--- src/hw/rcpf_pkg.sv ---
/*
 Copy and fill engine package: offsets, fields, reset values, states, types.
 Assumes a 32-bit AHB-Lite bus and a pixel-wide display memory port.
*/
package rcpf_pkg;
   // ********
   // Sizes
   // ********
   localparam int PIX_W  = 8;
   localparam int ADDR_W = 22;
   localparam int PAT_DIM = 8;
   localparam logic [2:0] PAT_COL_MASK = 3'h7;

   // ********
   // Register byte offsets
   // ********
   localparam logic [15:0] OFF_CMD       = 16'h9ae8;
   localparam logic [15:0] OFF_PLANE_WRITE_ENABLE_MASK  = 16'haae8;
   localparam logic [15:0] OFF_RD_MASK   = 16'haee8;
   localparam logic [15:0] OFF_PIX_CNTL  = 16'hbee8;
   localparam logic [15:0] OFF_FG_MIX    = 16'hbae8;
   localparam logic [15:0] OFF_BG_MIX    = 16'hb6e8;
   localparam logic [15:0] OFF_MIX_PAIR  = 16'h8134;
   localparam logic [15:0] OFF_CUR_POS   = 16'h8100;
   localparam logic [15:0] OFF_STEP_DST  = 16'h8108;
   localparam logic [15:0] OFF_PIX_COUNT = 16'h8148;
   localparam logic [15:0] OFF_FG_COLOR  = 16'ha6e8;
   localparam logic [15:0] OFF_BG_COLOR  = 16'ha2e8;

   // ********
   // Field positions and codes
   // ********
   localparam int CMD_OP_MSB    = 15;
   localparam int CMD_OP_LSB    = 13;
   localparam int CMD_YPOS_BIT  = 7;
   localparam int CMD_XPOS_BIT  = 5;
   localparam int CMD_DRAW_BIT  = 4;
   localparam int STAT_BUSY_BIT = 9;
   localparam logic [2:0] OP_COPY = 3'h6;
   localparam logic [2:0] OP_FILL = 3'h7;
   localparam int PIXC_SEL_MSB = 7;
   localparam int PIXC_SEL_LSB = 6;
   localparam logic [1:0] PIXC_SEL_MEM = 2'h3;
   localparam int MIX_CSRC_MSB = 6;
   localparam int MIX_CSRC_LSB = 5;
   localparam int MIX_FN_MSB   = 3;
   localparam logic [1:0] CSRC_BG  = 2'h0;
   localparam logic [1:0] CSRC_FG  = 2'h1;
   localparam logic [1:0] CSRC_MEM = 2'h3;
   localparam int XY_HI_MSB = 31;
   localparam int XY_HI_LSB = 16;
   localparam int XY_LO_MSB = 15;

   // ********
   // Reset values
   // ********
   localparam logic [31:0] RST_PLANE_WRITE_ENABLE_MASK = 32'hffffffff;
   localparam logic [31:0] RST_RD_MASK  = 32'hffffffff;
   localparam logic [15:0] RST_PIX_CNTL = 16'ha000;
   localparam logic [15:0] RST_FG_MIX   = 16'h0067;
   localparam logic [15:0] RST_BG_MIX   = 16'h0007;

   localparam logic [1:0] HTRANS_NONSEQ = 2'h2;

   // ********
   // Types
   // ********
   typedef enum logic [3:0] {
      ST_IDLE = 4'h1,
      ST_RSRC = 4'h2,
      ST_RDST = 4'h4,
      ST_WR   = 4'h8
   } rcpf_st_t;

   typedef struct packed {
      logic              req;
      logic              we;
      logic [ADDR_W-1:0] addr;
      logic [PIX_W-1:0]  wdata;
      logic [PIX_W-1:0]  wmask;
   } rcpf_memreq_t;

   typedef struct packed {
      logic [31:0] plane_write_enable_mask;
      logic [31:0] rd_mask;
      logic [15:0] pix_cntl;
      logic [15:0] cmd;
      logic [15:0] fg_mix;
      logic [15:0] bg_mix;
      logic [31:0] cur_pos;
      logic [31:0] step_dst;
      logic [31:0] pix_count;
      logic [31:0] fg_color;
      logic [31:0] bg_color;
   } rcpf_regs_t;
endpackage

--- src/hw/rcpf_engine.sv ---
/*
 Copy and fill engine: AHB-Lite register slave and a pixel-at-a-time walker.
 Assumes memory holds a request until a mem_ack pulse carrying read data.
 Pixel address is y * PITCH + x.
*/
// Function
// RULE1: copy reads source rectangle, writes destination
// RULE2: software programs pixel control A000H
// RULE3: software sets command bit 6
// RULE4: copy correct for overlapping or disjoint rectangles
// RULE5: software picks X direction for overlap
// RULE6: software picks Y direction for overlap
// RULE7: mix 0067H copies memory pixel unchanged
// RULE8: start, destination, size from packed registers
// RULE9: opcode 110 with draw starts copy
// RULE10: opcode 111 starts pattern fill
// RULE11: plane read is AND of enabled planes
// RULE12: read bit picks foreground or background mix
// RULE13: read mask samples, write mask updates planes
// RULE14: software sets multi-pixel bit for planes
// RULE15: mix 0002H gives one, 0001H zero
// RULE16: mono expansion writes foreground or background index
// RULE17: fill tiles 8x8 pattern over rectangle
// RULE18: tiles align to 8 of X, clipped
// RULE19: software keeps fill clear of pattern
// RULE20: write mask changes only by software write
// RULE21: whole-pixel color changes only through mix
// RULE22: software polls busy bit 9 first
// RULE23: busy holds until last pixel written
`timescale 1ns/1ns
module rcpf_engine
#(
   parameter int PITCH = 1024
)
(
   input  wire logic                          hclk,
   input  wire logic                          hresetn,
   input  wire logic                          hsel,
   input  wire logic [31:0]                   haddr,
   input  wire logic [1:0]                    htrans,
   input  wire logic                          hwrite,
   input  wire logic [2:0]                    hsize,
   input  wire logic [31:0]                   hwdata,
   input  wire logic                          hready,
   output logic                               hreadyout,
   output logic                               hresp,
   output logic [31:0]                        hrdata,
   output rcpf_pkg::rcpf_memreq_t             mem_o,
   input  wire logic [rcpf_pkg::PIX_W-1:0]    mem_rdata,
   input  wire logic                          mem_ack,
   output logic                               busy
);
   // ********
   // State
   // ********
   typedef struct packed {
      rcpf_pkg::rcpf_st_t         st;
      logic                       busy;
      logic                       is_fill;
      rcpf_pkg::rcpf_regs_t       regs;
      logic [15:0]                sx;
      logic [15:0]                sy;
      logic [15:0]                sx0;
      logic [15:0]                sy0;
      logic [15:0]                dx;
      logic [15:0]                dy;
      logic [15:0]                dx0;
      logic [15:0]                wcnt;
      logic [15:0]                hcnt;
      logic [rcpf_pkg::PIX_W-1:0] src_px;
      logic                       ap_valid;
      logic                       ap_write;
      logic [15:0]                ap_addr;
      logic [31:0]                hrdata;
      logic                       hreadyout;
      rcpf_pkg::rcpf_memreq_t     mem;
   } rcpf_state_t;

   rcpf_state_t s_r;
   rcpf_state_t s_nxt;

   logic [rcpf_pkg::PIX_W-1:0] mix_new;
   logic [rcpf_pkg::PIX_W-1:0] mix_out;
   logic [15:0]                mix_sel;
   logic                       plane_bit;

   // ********
   // Helpers
   // ********
   function automatic logic [rcpf_pkg::ADDR_W-1:0] pix_addr(
      input logic [15:0] x,
      input logic [15:0] y
   );
      logic [47:0] full;
      full = 48'(y) * 48'(PITCH) + 48'(x);
      return full[rcpf_pkg::ADDR_W-1:0];
   endfunction

   function automatic logic [15:0] step16(
      input logic [15:0] v,
      input logic        pos
   );
      return pos ? 16'(v + 16'h0001) : 16'(v - 16'h0001);
   endfunction

   function automatic logic [31:0] reg_read(
      input rcpf_pkg::rcpf_regs_t r,
      input logic                 bsy,
      input logic [15:0]          a
   );
      logic [31:0] d;
      d = 32'h00000000;
      case (a)
         rcpf_pkg::OFF_CMD:       d[rcpf_pkg::STAT_BUSY_BIT] = bsy;
         rcpf_pkg::OFF_PLANE_WRITE_ENABLE_MASK:  d = r.plane_write_enable_mask;
         rcpf_pkg::OFF_RD_MASK:   d = r.rd_mask;
         rcpf_pkg::OFF_PIX_CNTL:  d = {16'h0000, r.pix_cntl};
         rcpf_pkg::OFF_FG_MIX:    d = {16'h0000, r.fg_mix};
         rcpf_pkg::OFF_BG_MIX:    d = {16'h0000, r.bg_mix};
         rcpf_pkg::OFF_MIX_PAIR:  d = {r.fg_mix, r.bg_mix};
         rcpf_pkg::OFF_CUR_POS:   d = r.cur_pos;
         rcpf_pkg::OFF_STEP_DST:  d = r.step_dst;
         rcpf_pkg::OFF_PIX_COUNT: d = r.pix_count;
         rcpf_pkg::OFF_FG_COLOR:  d = r.fg_color;
         rcpf_pkg::OFF_BG_COLOR:  d = r.bg_color;
         default:                 d = 32'h00000000;
      endcase
      return d;
   endfunction

   // ********
   // Pixel datapath
   // ********
   // Source bit is one only if every read-enabled plane is one
   assign plane_bit = &(s_r.src_px | ~s_r.regs.rd_mask[rcpf_pkg::PIX_W-1:0]); // RULE11

   always_comb
   begin
      if (s_r.regs.pix_cntl[rcpf_pkg::PIXC_SEL_MSB:rcpf_pkg::PIXC_SEL_LSB]
          == rcpf_pkg::PIXC_SEL_MEM)
      begin
         mix_sel = plane_bit ? s_r.regs.fg_mix : s_r.regs.bg_mix; // RULE12
      end
      else
      begin
         mix_sel = s_r.regs.fg_mix; // RULE21
      end
      case (mix_sel[rcpf_pkg::MIX_CSRC_MSB:rcpf_pkg::MIX_CSRC_LSB])
         rcpf_pkg::CSRC_MEM: mix_new = s_r.src_px; // RULE7
         rcpf_pkg::CSRC_FG:  mix_new = s_r.regs.fg_color[rcpf_pkg::PIX_W-1:0]; // RULE16
         rcpf_pkg::CSRC_BG:  mix_new = s_r.regs.bg_color[rcpf_pkg::PIX_W-1:0]; // RULE16
         default:            mix_new = s_r.src_px;
      endcase
   end

   rcpf_mix u_mix
   (
      .new_px (mix_new),
      .dst_px (mem_rdata),
      .fn     (mix_sel[rcpf_pkg::MIX_FN_MSB:0]),
      .result (mix_out)
   );

   // ********
   // Next state
   // ********
   always_comb
   begin
      logic        start;
      logic [2:0]  op;
      logic [15:0] wd;
      logic [15:0] rx;
      logic [15:0] ry;
      logic        xpos;
      logic        ypos;
      start = 1'b0;
      rx    = 16'h0000;
      ry    = 16'h0000;
      op    = hwdata[rcpf_pkg::CMD_OP_MSB:rcpf_pkg::CMD_OP_LSB];
      wd    = hwdata[15:0];
      s_nxt = s_r;
      xpos  = s_r.regs.cmd[rcpf_pkg::CMD_XPOS_BIT];
      ypos  = s_r.regs.cmd[rcpf_pkg::CMD_YPOS_BIT];
      s_nxt.hreadyout = 1'b1;

      // Data phase of a write; the bus never stalls
      if (s_r.ap_valid && s_r.ap_write)
      begin
         case (s_r.ap_addr)
            rcpf_pkg::OFF_CMD:
            begin
               // A command written while busy is dropped
               if (!s_r.busy)
               begin
                  s_nxt.regs.cmd = wd;
                  if (op == rcpf_pkg::OP_COPY && wd[rcpf_pkg::CMD_DRAW_BIT])
                  begin
                     start = 1'b1; // RULE9
                  end
                  else if (op == rcpf_pkg::OP_FILL)
                  begin
                     start = 1'b1; // RULE10
                  end
               end
            end
            rcpf_pkg::OFF_PLANE_WRITE_ENABLE_MASK:  s_nxt.regs.plane_write_enable_mask = hwdata; // RULE20
            rcpf_pkg::OFF_RD_MASK:   s_nxt.regs.rd_mask = hwdata;
            rcpf_pkg::OFF_PIX_CNTL:  s_nxt.regs.pix_cntl = wd;
            rcpf_pkg::OFF_FG_MIX:    s_nxt.regs.fg_mix = wd;
            rcpf_pkg::OFF_BG_MIX:    s_nxt.regs.bg_mix = wd;
            rcpf_pkg::OFF_MIX_PAIR:
            begin
               s_nxt.regs.fg_mix = hwdata[rcpf_pkg::XY_HI_MSB:rcpf_pkg::XY_HI_LSB];
               s_nxt.regs.bg_mix = wd;
            end
            rcpf_pkg::OFF_CUR_POS:   s_nxt.regs.cur_pos = hwdata;
            rcpf_pkg::OFF_STEP_DST:  s_nxt.regs.step_dst = hwdata;
            rcpf_pkg::OFF_PIX_COUNT: s_nxt.regs.pix_count = hwdata;
            rcpf_pkg::OFF_FG_COLOR:  s_nxt.regs.fg_color = hwdata;
            rcpf_pkg::OFF_BG_COLOR:  s_nxt.regs.bg_color = hwdata;
            default: s_nxt.regs = s_r.regs;
         endcase
      end

      // Drawing walker
      case (s_r.st)
         rcpf_pkg::ST_IDLE:
         begin
            if (start)
            begin
               s_nxt.busy    = 1'b1; // RULE23
               s_nxt.is_fill = (op == rcpf_pkg::OP_FILL);
               s_nxt.sx  = s_r.regs.cur_pos[rcpf_pkg::XY_HI_MSB:rcpf_pkg::XY_HI_LSB]; // RULE8
               s_nxt.sy  = s_r.regs.cur_pos[rcpf_pkg::XY_LO_MSB:0];
               s_nxt.sx0 = s_r.regs.cur_pos[rcpf_pkg::XY_HI_MSB:rcpf_pkg::XY_HI_LSB];
               s_nxt.sy0 = s_r.regs.cur_pos[rcpf_pkg::XY_LO_MSB:0];
               s_nxt.dx  = s_r.regs.step_dst[rcpf_pkg::XY_HI_MSB:rcpf_pkg::XY_HI_LSB];
               s_nxt.dy  = s_r.regs.step_dst[rcpf_pkg::XY_LO_MSB:0];
               s_nxt.dx0 = s_r.regs.step_dst[rcpf_pkg::XY_HI_MSB:rcpf_pkg::XY_HI_LSB];
               s_nxt.wcnt = 16'h0000;
               s_nxt.hcnt = 16'h0000;
               s_nxt.st   = rcpf_pkg::ST_RSRC;
            end
         end
         rcpf_pkg::ST_RSRC:
         begin
            // Pattern texel follows destination X and Y modulo the tile
            if (s_r.is_fill)
            begin
               rx = 16'(s_r.sx0 + {13'h0000, s_r.dx[2:0] & rcpf_pkg::PAT_COL_MASK}); // RULE18
               ry = 16'(s_r.sy0 + {13'h0000, s_r.dy[2:0] & rcpf_pkg::PAT_COL_MASK}); // RULE17
            end
            else
            begin
               rx = s_r.sx;
               ry = s_r.sy;
            end
            s_nxt.mem.req  = 1'b1;
            s_nxt.mem.we   = 1'b0;
            s_nxt.mem.addr = pix_addr(rx, ry); // RULE1
            if (s_r.mem.req && mem_ack)
            begin
               s_nxt.src_px   = mem_rdata;
               s_nxt.mem.req  = 1'b1;
               s_nxt.mem.addr = pix_addr(s_r.dx, s_r.dy);
               s_nxt.st       = rcpf_pkg::ST_RDST;
            end
         end
         rcpf_pkg::ST_RDST:
         begin
            if (mem_ack)
            begin
               // Destination just read feeds the mix directly
               s_nxt.mem.we    = 1'b1;
               s_nxt.mem.wdata = mix_out;
               s_nxt.mem.wmask = s_r.regs.plane_write_enable_mask[rcpf_pkg::PIX_W-1:0]; // RULE13
               s_nxt.st        = rcpf_pkg::ST_WR;
            end
         end
         rcpf_pkg::ST_WR:
         begin
            if (mem_ack)
            begin
               s_nxt.mem.req = 1'b0;
               s_nxt.mem.we  = 1'b0;
               // Walk order follows software's direction bits for overlap
               if (s_r.wcnt == s_r.regs.pix_count[rcpf_pkg::XY_HI_MSB:rcpf_pkg::XY_HI_LSB])
               begin
                  s_nxt.wcnt = 16'h0000;
                  s_nxt.sx   = s_r.sx0;
                  s_nxt.dx   = s_r.dx0;
                  s_nxt.sy   = step16(s_r.sy, ypos); // RULE4
                  s_nxt.dy   = step16(s_r.dy, ypos);
                  s_nxt.hcnt = 16'(s_r.hcnt + 16'h0001);
                  if (s_r.hcnt == s_r.regs.pix_count[rcpf_pkg::XY_LO_MSB:0])
                  begin
                     s_nxt.busy = 1'b0; // RULE23
                     s_nxt.st   = rcpf_pkg::ST_IDLE;
                  end
                  else
                  begin
                     s_nxt.st = rcpf_pkg::ST_RSRC;
                  end
               end
               else
               begin
                  s_nxt.wcnt = 16'(s_r.wcnt + 16'h0001);
                  s_nxt.sx   = step16(s_r.sx, xpos); // RULE4
                  s_nxt.dx   = step16(s_r.dx, xpos);
                  s_nxt.st   = rcpf_pkg::ST_RSRC;
               end
            end
         end
         default:
         begin
            s_nxt.st      = rcpf_pkg::ST_IDLE;
            s_nxt.busy    = 1'b0;
            s_nxt.mem.req = 1'b0;
         end
      endcase

      // Address phase; read data sees any write landing this cycle
      s_nxt.ap_valid = hsel && hready && (htrans == rcpf_pkg::HTRANS_NONSEQ);
      s_nxt.ap_write = hwrite;
      s_nxt.ap_addr  = haddr[15:0];
      if (hsel && hready && (htrans == rcpf_pkg::HTRANS_NONSEQ) && !hwrite)
      begin
         s_nxt.hrdata = reg_read(s_nxt.regs, s_nxt.busy, haddr[15:0]);
      end
   end

   // ********
   // Registers
   // ********
   always_ff @(posedge hclk or negedge hresetn)
   begin
      if (!hresetn)
      begin
         s_r                <= '0;
         s_r.st             <= rcpf_pkg::ST_IDLE;
         s_r.regs.plane_write_enable_mask  <= rcpf_pkg::RST_PLANE_WRITE_ENABLE_MASK;
         s_r.regs.rd_mask   <= rcpf_pkg::RST_RD_MASK;
         s_r.regs.pix_cntl  <= rcpf_pkg::RST_PIX_CNTL;
         s_r.regs.fg_mix    <= rcpf_pkg::RST_FG_MIX;
         s_r.regs.bg_mix    <= rcpf_pkg::RST_BG_MIX;
         s_r.hreadyout      <= 1'b1;
      end
      else
      begin
         s_r <= s_nxt;
      end
   end

   assign hreadyout = s_r.hreadyout;
   assign hresp     = 1'b0;
   assign hrdata    = s_r.hrdata;
   assign mem_o     = s_r.mem;
   assign busy      = s_r.busy;
endmodule

--- src/hw/rcpf_mix.sv ---
/*
 Raster mix unit: combines a new color with the destination pixel by one of
 sixteen mix functions. Purely combinational; caller registers the result.
*/
`timescale 1ns/1ns
module rcpf_mix
(
   input  wire logic [rcpf_pkg::PIX_W-1:0] new_px,
   input  wire logic [rcpf_pkg::PIX_W-1:0] dst_px,
   input  wire logic [3:0]                 fn,
   output logic      [rcpf_pkg::PIX_W-1:0] result
);
   always_comb
   begin
      case (fn)
         4'h0: result = ~dst_px;
         4'h1: result = '0;              // RULE15
         4'h2: result = '1;              // RULE15
         4'h3: result = dst_px;
         4'h4: result = ~new_px;
         4'h5: result = new_px ^ dst_px;
         4'h6: result = ~(new_px ^ dst_px);
         4'h7: result = new_px;          // RULE7
         4'h8: result = ~new_px | ~dst_px;
         4'h9: result = ~new_px | dst_px;
         4'ha: result = new_px | ~dst_px;
         4'hb: result = new_px | dst_px;
         4'hc: result = new_px & dst_px;
         4'hd: result = ~new_px & dst_px;
         4'he: result = new_px & ~dst_px;
         default: result = ~new_px & ~dst_px;
      endcase
   end
endmodule

--- config.mk ---
export PLATFORM = sky130hd
export DESIGN_NAME = rcpf_engine
export DESIGN_NICKNAME = d
export VERILOG_FILES = /design/src/hw/rcpf_pkg.sv /design/src/hw/rcpf_engine.sv /design/src/hw/rcpf_mix.sv
export SDC_FILE = /design/constraint.sdc
export NUM_CORES = 1
export LEC_CHECK = 0
export BUFFER_PORTS_ARGS = -buffer_cell sky130_fd_sc_hd__buf_2
export CORE_MARGIN = 4
export CORE_UTILIZATION = 45
export CTS_CLUSTER_SIZE = 12
export DETAILED_ROUTE_END_ITERATION = 12
export GPL_TIMING_DRIVEN = 0
export RECOVER_POWER = 100
export SLEW_MARGIN = 40
export SYNTH_ARGS = -nofsm -noshare
export SYNTH_HDL_FRONTEND = slang
export SYNTH_SLANG_ARGS = --single-unit
--- constraint.sdc ---
create_clock -name hclk -period 3.7 [get_ports hclk]
set_input_delay 0.74 -clock hclk [delete_from_list [all_inputs] [get_ports hclk]]
set_output_delay 0.74 -clock hclk [all_outputs]
set_load 0.01 [all_outputs]
==> flow_summary.json, run 1 <==
{
  "status": "complete, but fails checks",
  "violations": "negative setup slack",
  "timing.final.ws_setup_ns": -0.0285,
  "cp.arrival_ns": 4.21,
  "overflow": 0,
  "routedWlPerCell_um": 24.9,
  "skew_ns": 0.0312,
  "cts_tree": "done",
  "pwr_density_cell_nw_per_um2": 393,
  "instances_no_fill": 3894,
  "hold_slack_ns": 0.257,
  "rows": 91,
  "drt.antenna.violating_nets": 0,
  "place_inst": 3761,
  "setup_viol": 2,
  "core_area_um2": 62100,
  "synth_edf_count": 0,
  "antenna_found_initial": 4,
  "wl_met3_um": 6400,
  "fmaxAchievable_mhz": 268,
  "vdd_ir_drop_max_mv": 0.352,
  "ctsLongestPathBuffers": 3,
  "place.gp.congestion": 0.942,
  "drc": 0,
  "grt_first_pass_wirelength_um": 146000,
  "drive_above_1_share_pct": 19.6,
  "cts_made_buffers": 58,
  "synthCells": 2791,
  "multi_input_area_um2": 14300,
  "pre_cts_ws_ns": -0.667,
  "async_flop_share_pct": 100,
  "critPathMaxFanout": 4,
  "clkTransAtPathRegs_ns": 0.06,
  "min-delay-start": "haddr[15]",
  "post_drt_via_cell_ratio": 6.01,
  "area_growth_pct": 14.4,
  "critPathKind": "reg2reg",
  "ys_ff_latch": 510,
  "clk_latency_ns": 0.63,
  "drt_iter0_markers": 2193,
  "grt_max_degree": 78,
  "ys_warn_count": 0,
  "final_nets": 3166,
  "root_buffer": "clkbuf_16",
  "ff_latch_area_um2": 12900,
  "wirelength_met1_um": 41700,
  "finalMaxSlewViolations": 0,
  "syn_area_um2": 28300,
  "seq_area_frac_synth_pct": 45.4,
  "start_kind": "flip-flop",
  "p_leak_nw": 14.4,
  "fin_crit_sh_pct": 101,
  "portBuffers": 122,
  "syn_avg_cell_area_um2": 10.1,
  "worst_pin_slew_ns": 1.23,
  "top_layer": "met5",
  "fin_setup_tns_ns": -0.0405,
  "vias": 23402,
  "wirelength_um": 97000,
  "relSlewSlack_pct": 18.1,
  "nFillCells": 5700,
  "fin_crit_ns": 3.73,
  "htree_levels": 2,
  "grt_pass1_vias": 23634,
  "hold_violations": 0,
  "die_w_um": 259,
  "wl_met2_um": 45500,
  "ios": 158,
  "dr.pass1.iters": 6,
  "dp_hpwl_um": 72800,
  "syn_nets": 2950,
  "max_cap_viol_count": 0,
  "start_util_pct": 45.6,
  "holdCritPathClass": "in2reg",
  "die_h_um": 259,
  "ys_types": 89,
  "timing.rr.start": "s_r[195]$_DFFE_PN0P_",
  "rsz0062_at_grt": "yes",
  "die-area_um2": 67000,
  "cp-startpoint": "s_r[195]$_DFFE_PN0P_",
  "crit_path_end_kind": "flip-flop",
  "clock-sinks": 510,
  "critPathRequiredTime_ns": 4.19,
  "synthFlopType": "dfrtp_1",
  "grt_util_all_layers_pct": 28.4
}
state kept, by name, summed over array words and instances (netlist names):
register,count
mem_o,40
s_r,437
busy,1
hrdata,32
cells in the final DEF, fill, tap and decap left out, types with 20 or more instances in the layout:
| cell type | instances |
|---|---|
| nor3_1 | 30 |
| clkbuf_16 | 58 |
| nand4_1 | 32 |
| a221oi_1 | 20 |
| mux2_1 | 119 |
| buf_2 | 57 |
| a21oi_1 | 127 |
| xor2_1 | 45 |
| mux2_2 | 178 |
| xnor2_1 | 89 |
| clkbuf_1 | 220 |
| dfstp_2 | 74 |
| dfrtp_1 | 432 |
| mux2i_1 | 27 |
| a31oi_1 | 33 |
| nand3_1 | 49 |
| a22oi_1 | 95 |
| buf_4 | 86 |
| inv_1 | 55 |
| nand2_1 | 291 |
| a21o_1 | 26 |
| o21ai_0 | 128 |
| a211oi_1 | 21 |
| nor2_1 | 222 |
| ha_1 | 66 |
| and3_1 | 30 |
final cells by class:
class                      count  area share, %
timing repair buffer         159           2.59
antenna                        1        0.00772
clock buffer                  91           5.42
tap                          837           3.23
inverter                      59          0.691
buffer                       233           3.68
sequential                   510           39.7
clock inverter                18          0.680
multi-input combinational   1986           44.0
cell usage after synthesis (33+ instances only):
library cell    n  share of area [%]
clkbuf_1      125                1.7
dfrtp_1       435                 38
nand2_1       293                3.9
inv_1          58               0.77
a22oi_1        95                2.5
a31oi_1        33               0.73
nand3_1        50               0.88
xor2_1         45                1.4
ha_1           68                3.0
buf_4          77                2.0
dfstp_2        75                7.0
nor2_1        232                3.1
xnor2_1        89                2.8
o21ai_0       134                2.4
mux2_2        295                 12
a21oi_1       132                2.3
logic make-up after synthesis:
logic type               count (synthesis)  synth area share [%]
flip-flops                             510                  45.4
AND/OR/NAND/NOR                        808                  13.3
other                                    2                0.0265
AO/OA/AOI/OAI                          637                  15.4
multiplexers                           329                  13.1
buffers and inverters                  295                  5.04
XOR/XNOR                               134                  4.14
adder cells (fa/ha/maj)                 76                  3.57
critical path: stages (launching register included):
cell and delay (ns):
dfrtp_2 0.46, ha_4 0.18, fa_2 0.35, a21o_1 0.20, nand2_2 0.11, nor2_4 0.05
nand2_2 0.07, nor2_2 0.04, xnor2_1 0.14, a21oi_2 0.17, ha_2 0.20, inv_2 0.04
fa_2 0.36, nor2b_2 0.13, o21ai_2 0.07, a21boi_2 0.17, o21ai_2 0.08, a21oi_2 0.18
nand2_1 0.10, nand4_1 0.10, or3b_4 0.38
power breakdown:
group | internal (mW) | switching, mW
logic | 0.320 | 0.524
registers | 5.78 | 0.132
clock network | 3.53 | 2.43
total | 9.63 | 3.09
per-layer routing:
layer	global-route usage, %	vias up
li1	-	10512
met1	39.0	11818
met4	9.33	6
met5	0	-
met3	4.54	176
met2	46.3	890
timing repair:
action / 4_1_cts / 5_1_grt
endpoints found under the setup margin: 77 / 76
hold buffers: 1 / 0
endpoints found under the hold margin: 12 / 0
setup buffers: 15 / 10
pin swaps: 19 / 19
gates resized for setup: 35 / 43
final timing paths:
kind	endpoint	slack [ns]	cells after the start
min in group asynchronous	mem_o[36]$_DFFE_PN0P_	0.83	2
max	mem_o[36]$_DFFE_PN0P_	-0.03	20
max reg2reg	mem_o[36]$_DFFE_PN0P_	-0.03	20
max in group asynchronous	s_r[490]$_DFF_PN1_	0.37	6
min	s_r[88]$_DFF_PN0_	0.26	1
min reg2reg	mem_o[29]$_DFFE_PN0P_	0.48	2
per-stage QoR:
step / utilization, % / area (um^2) / power [mW]
floorplan: - / 28300 / 6.43
global placement: 48.3 / 30000 / 6.81
detailed placement: 48.8 / 30300 / 6.87
CTS: 52.3 / 32400 / 12.8
global route: 52.2 / 32400 / 13.2
finish: 52.2 / 32400 / 12.7
Note: power is estimated with default switching activity, not from simulation.
==> run 2, diff against run 1 <==
CORE_UTILIZATION = 30   (was 45)
TNS_END_PERCENT = 10   (was default)
==> run 2 against run 1 <==
The flow finishes with violations (max-capacitance violations, max-slew violations). Hold slack worse by 0.24 ns. Clock skew is 0.0033 ns higher. Final cell count grew 11%. Fmax increased by 0.78%. Die area grew 48%. Combinational power decreased by 2.6%. Setup slack improved by 0.029 ns. Critical path type unchanged. Clock power is 5.0% lower. Register-to-register slack improved by 0.03 ns. Largest cell class unchanged.
==> flow_summary.json, run 2 (synthesis gave the netlist of run 1 again) <==
{
  "die-area_um2": 99400,
  "clk_latency_ns": 0.64,
  "post_drt_via_cell_ratio": 5.37,
  "cts_made_buffers": 57,
  "drt.antenna.violating_nets": 0,
  "vias": 23156,
  "cp-endpoint": "mem_o[36]$_DFFE_PN0P_",
  "multi_input_area_um2": 14200,
  "status": "complete, but fails checks",
  "final_cell_mix": "432 x dfrtp_1, 291 x nand2_1, 236 x clkbuf_1, 221 x nor2_1, 153 x mux2_1",
  "ctsLongestPathBuffers": 3,
  "largest_reg_flops": 437,
  "fin_crit_sh_pct": 100,
  "ios": 158,
  "cp-startpoint": "s_r[195]$_DFFE_PN0P_",
  "antenna_found_initial": 12,
  "cp.arrival_ns": 4.19,
  "violations": "max-capacitance violations, max-slew violations",
  "portBuffers": 122,
  "fmaxAchievable_mhz": 270,
  "overflow": 0,
  "skew_ns": 0.0345,
  "area_growth_pct": 15.5,
  "instances_no_fill": 4312,
  "routedWlPerCell_um": 22.3,
  "final_core_util_pct": 35.0,
  "fin_crit_ns": 3.70,
  "nFillCells": 9575,
  "rows": 112,
  "drive_above_1_share_pct": 17.6,
  "place_area_um2": 30800,
  "clock-sinks": 510,
  "die_w_um": 315,
  "grt_max_degree": 73,
  "dr.pass1.iters": 8,
  "total_power_mw": 12.4,
  "r2r_slack_ns": 0.0003,
  "final_nets": 3165,
  "reg2regPathDepth": 20,
  "critPathMaxFanout": 4,
  "grt_pass1_vias": 22445,
  "place_inst": 4177,
  "rr_endpoint": "mem_o[36]$_DFFE_PN0P_",
  "setup_viol": 0,
  "critPathKind": "reg2reg",
  "grt_util_all_layers_pct": 19.0,
  "max_cap_viol_count": 4,
  "mostFrequentLayoutCell": "dfrtp_1",
  "root_buffer": "clkbuf_16",
  "cts_tree": "done",
  "drt_iter0_markers": 2023,
  "critPathRequiredTime_ns": 4.19,
  "vdd_ir_drop_max_mv": 0.356,
  "grt_first_pass_wirelength_um": 145000,
  "start_util_pct": 30.3,
  "wirelength_um": 96300,
  "largest-register": "s_r",
  "finalMaxSlewViolations": 241,
  "p_leak_nw": 14.3,
  "start_kind": "flip-flop",
  "clkTransAtPathRegs_ns": 0.06,
  "core_area_um2": 93500,
  "ff_latch_area_um2": 12900,
  "hold_violations": 0,
  "die_h_um": 315,
  "relSlewSlack_pct": -55.6,
  "fin_area_um2": 32700,
  "drc": 0,
  "place.gp.congestion": 0.912,
  "pwr_density_cell_nw_per_um2": 379,
  "holdCritPathClass": "in2async",
  "dp_hpwl_um": 72700,
  "rsz0062_at_grt": "yes",
  "worst_pin_slew_ns": 2.33,
  "htree_levels": 2,
  "timing.rr.start": "s_r[195]$_DFFE_PN0P_",
  "crit_path_end_kind": "flip-flop"
}
[run 2: what timing repair did]
item,4_1_cts,5_1_grt
pin swaps,14,12
resized for setup,23,37
hold buffers,0,0
setup endpoints to repair,21,62
setup buffers,15,5
[run 2: final cells by class]
type / instances / area share (%)
diodes: 8 / 0.0612
plain buffers: 235 / 3.60
clock buffers: 83 / 4.90
clock inverters: 20 / 0.696
inverters: 59 / 0.677
multi-input cells: 1986 / 43.5
flip-flops and latches: 510 / 39.3
well taps: 1254 / 4.80
repair buffers: 157 / 2.47
[run 2: metrics by stage]
step | setup TNS (ns) | hold WS, ns | worst slack, ns
finish | 0 | 0.0127 | 0.000262
global route | -2.34 | 0.0235 | -0.186
CTS | -0.0902 | 0.00413 | -0.0592
detailed placement | -6.38 | 0.466 | -0.564
global placement | -4381.53 | 0.459 | -9.12
floorplan | 0 | 0.440 | 0.0468
[run 2: report_power, final]
group          switching (mW)  internal [mW]  total, mW
sequential              0.134           5.78       5.91
clock                    2.44           3.21       5.66
combinational           0.510          0.312      0.822
[run 2: worst min-delay path by stage]
stage               slack (ns)             startpoint                    end  depth (start not counted)
floorplan                 0.44                hresetn         busy$_DFF_PN0_                          0
global placement          0.46  mem_o[27]$_DFFE_PN0P_  mem_o[27]$_DFFE_PN0P_                          2
detailed placement        0.47  mem_o[27]$_DFFE_PN0P_  mem_o[27]$_DFFE_PN0P_                          2
CTS                      0.004                hresetn  mem_o[11]$_DFFE_PN0P_                          1
global route              0.02                hresetn  mem_o[11]$_DFFE_PN0P_                          1
finish                    0.01                hresetn   mem_o[2]$_DFFE_PN0P_                          1
[run 2: metal layers]
| layer | vias up | part of all wire [%] | wire length (um) | track usage [%] |
|---|---|---|---|---|
| met1 | 11619 | 45 | 43100 | 26.7 |
| met2 | 834 | 45 | 43200 | 29.7 |
| met4 | 10 | 2.7 | 2640 | 5.36 |
| met3 | 155 | 7.5 | 7260 | 3.94 |
| met5 | - | 0.069 | 66 | 0 |
| li1 | 10538 | - | - | - |
[run 2: worst max-delay path: stages (launching register included)]
cell and delay [ns]:
dfrtp_2 0.45, ha_4 0.18, fa_2 0.39, a21o_1 0.17, nand2_2 0.09, nor2_4 0.05
nand2_2 0.07, nor2_2 0.04, xnor2_1 0.14, a21oi_2 0.17, ha_2 0.21, inv_2 0.04
fa_2 0.34, nor2b_2 0.13, o21ai_2 0.08, a21boi_2 0.17, o21ai_2 0.10, a21oi_2 0.16
nand2_1 0.09, nand4_1 0.09, or3b_4 0.37
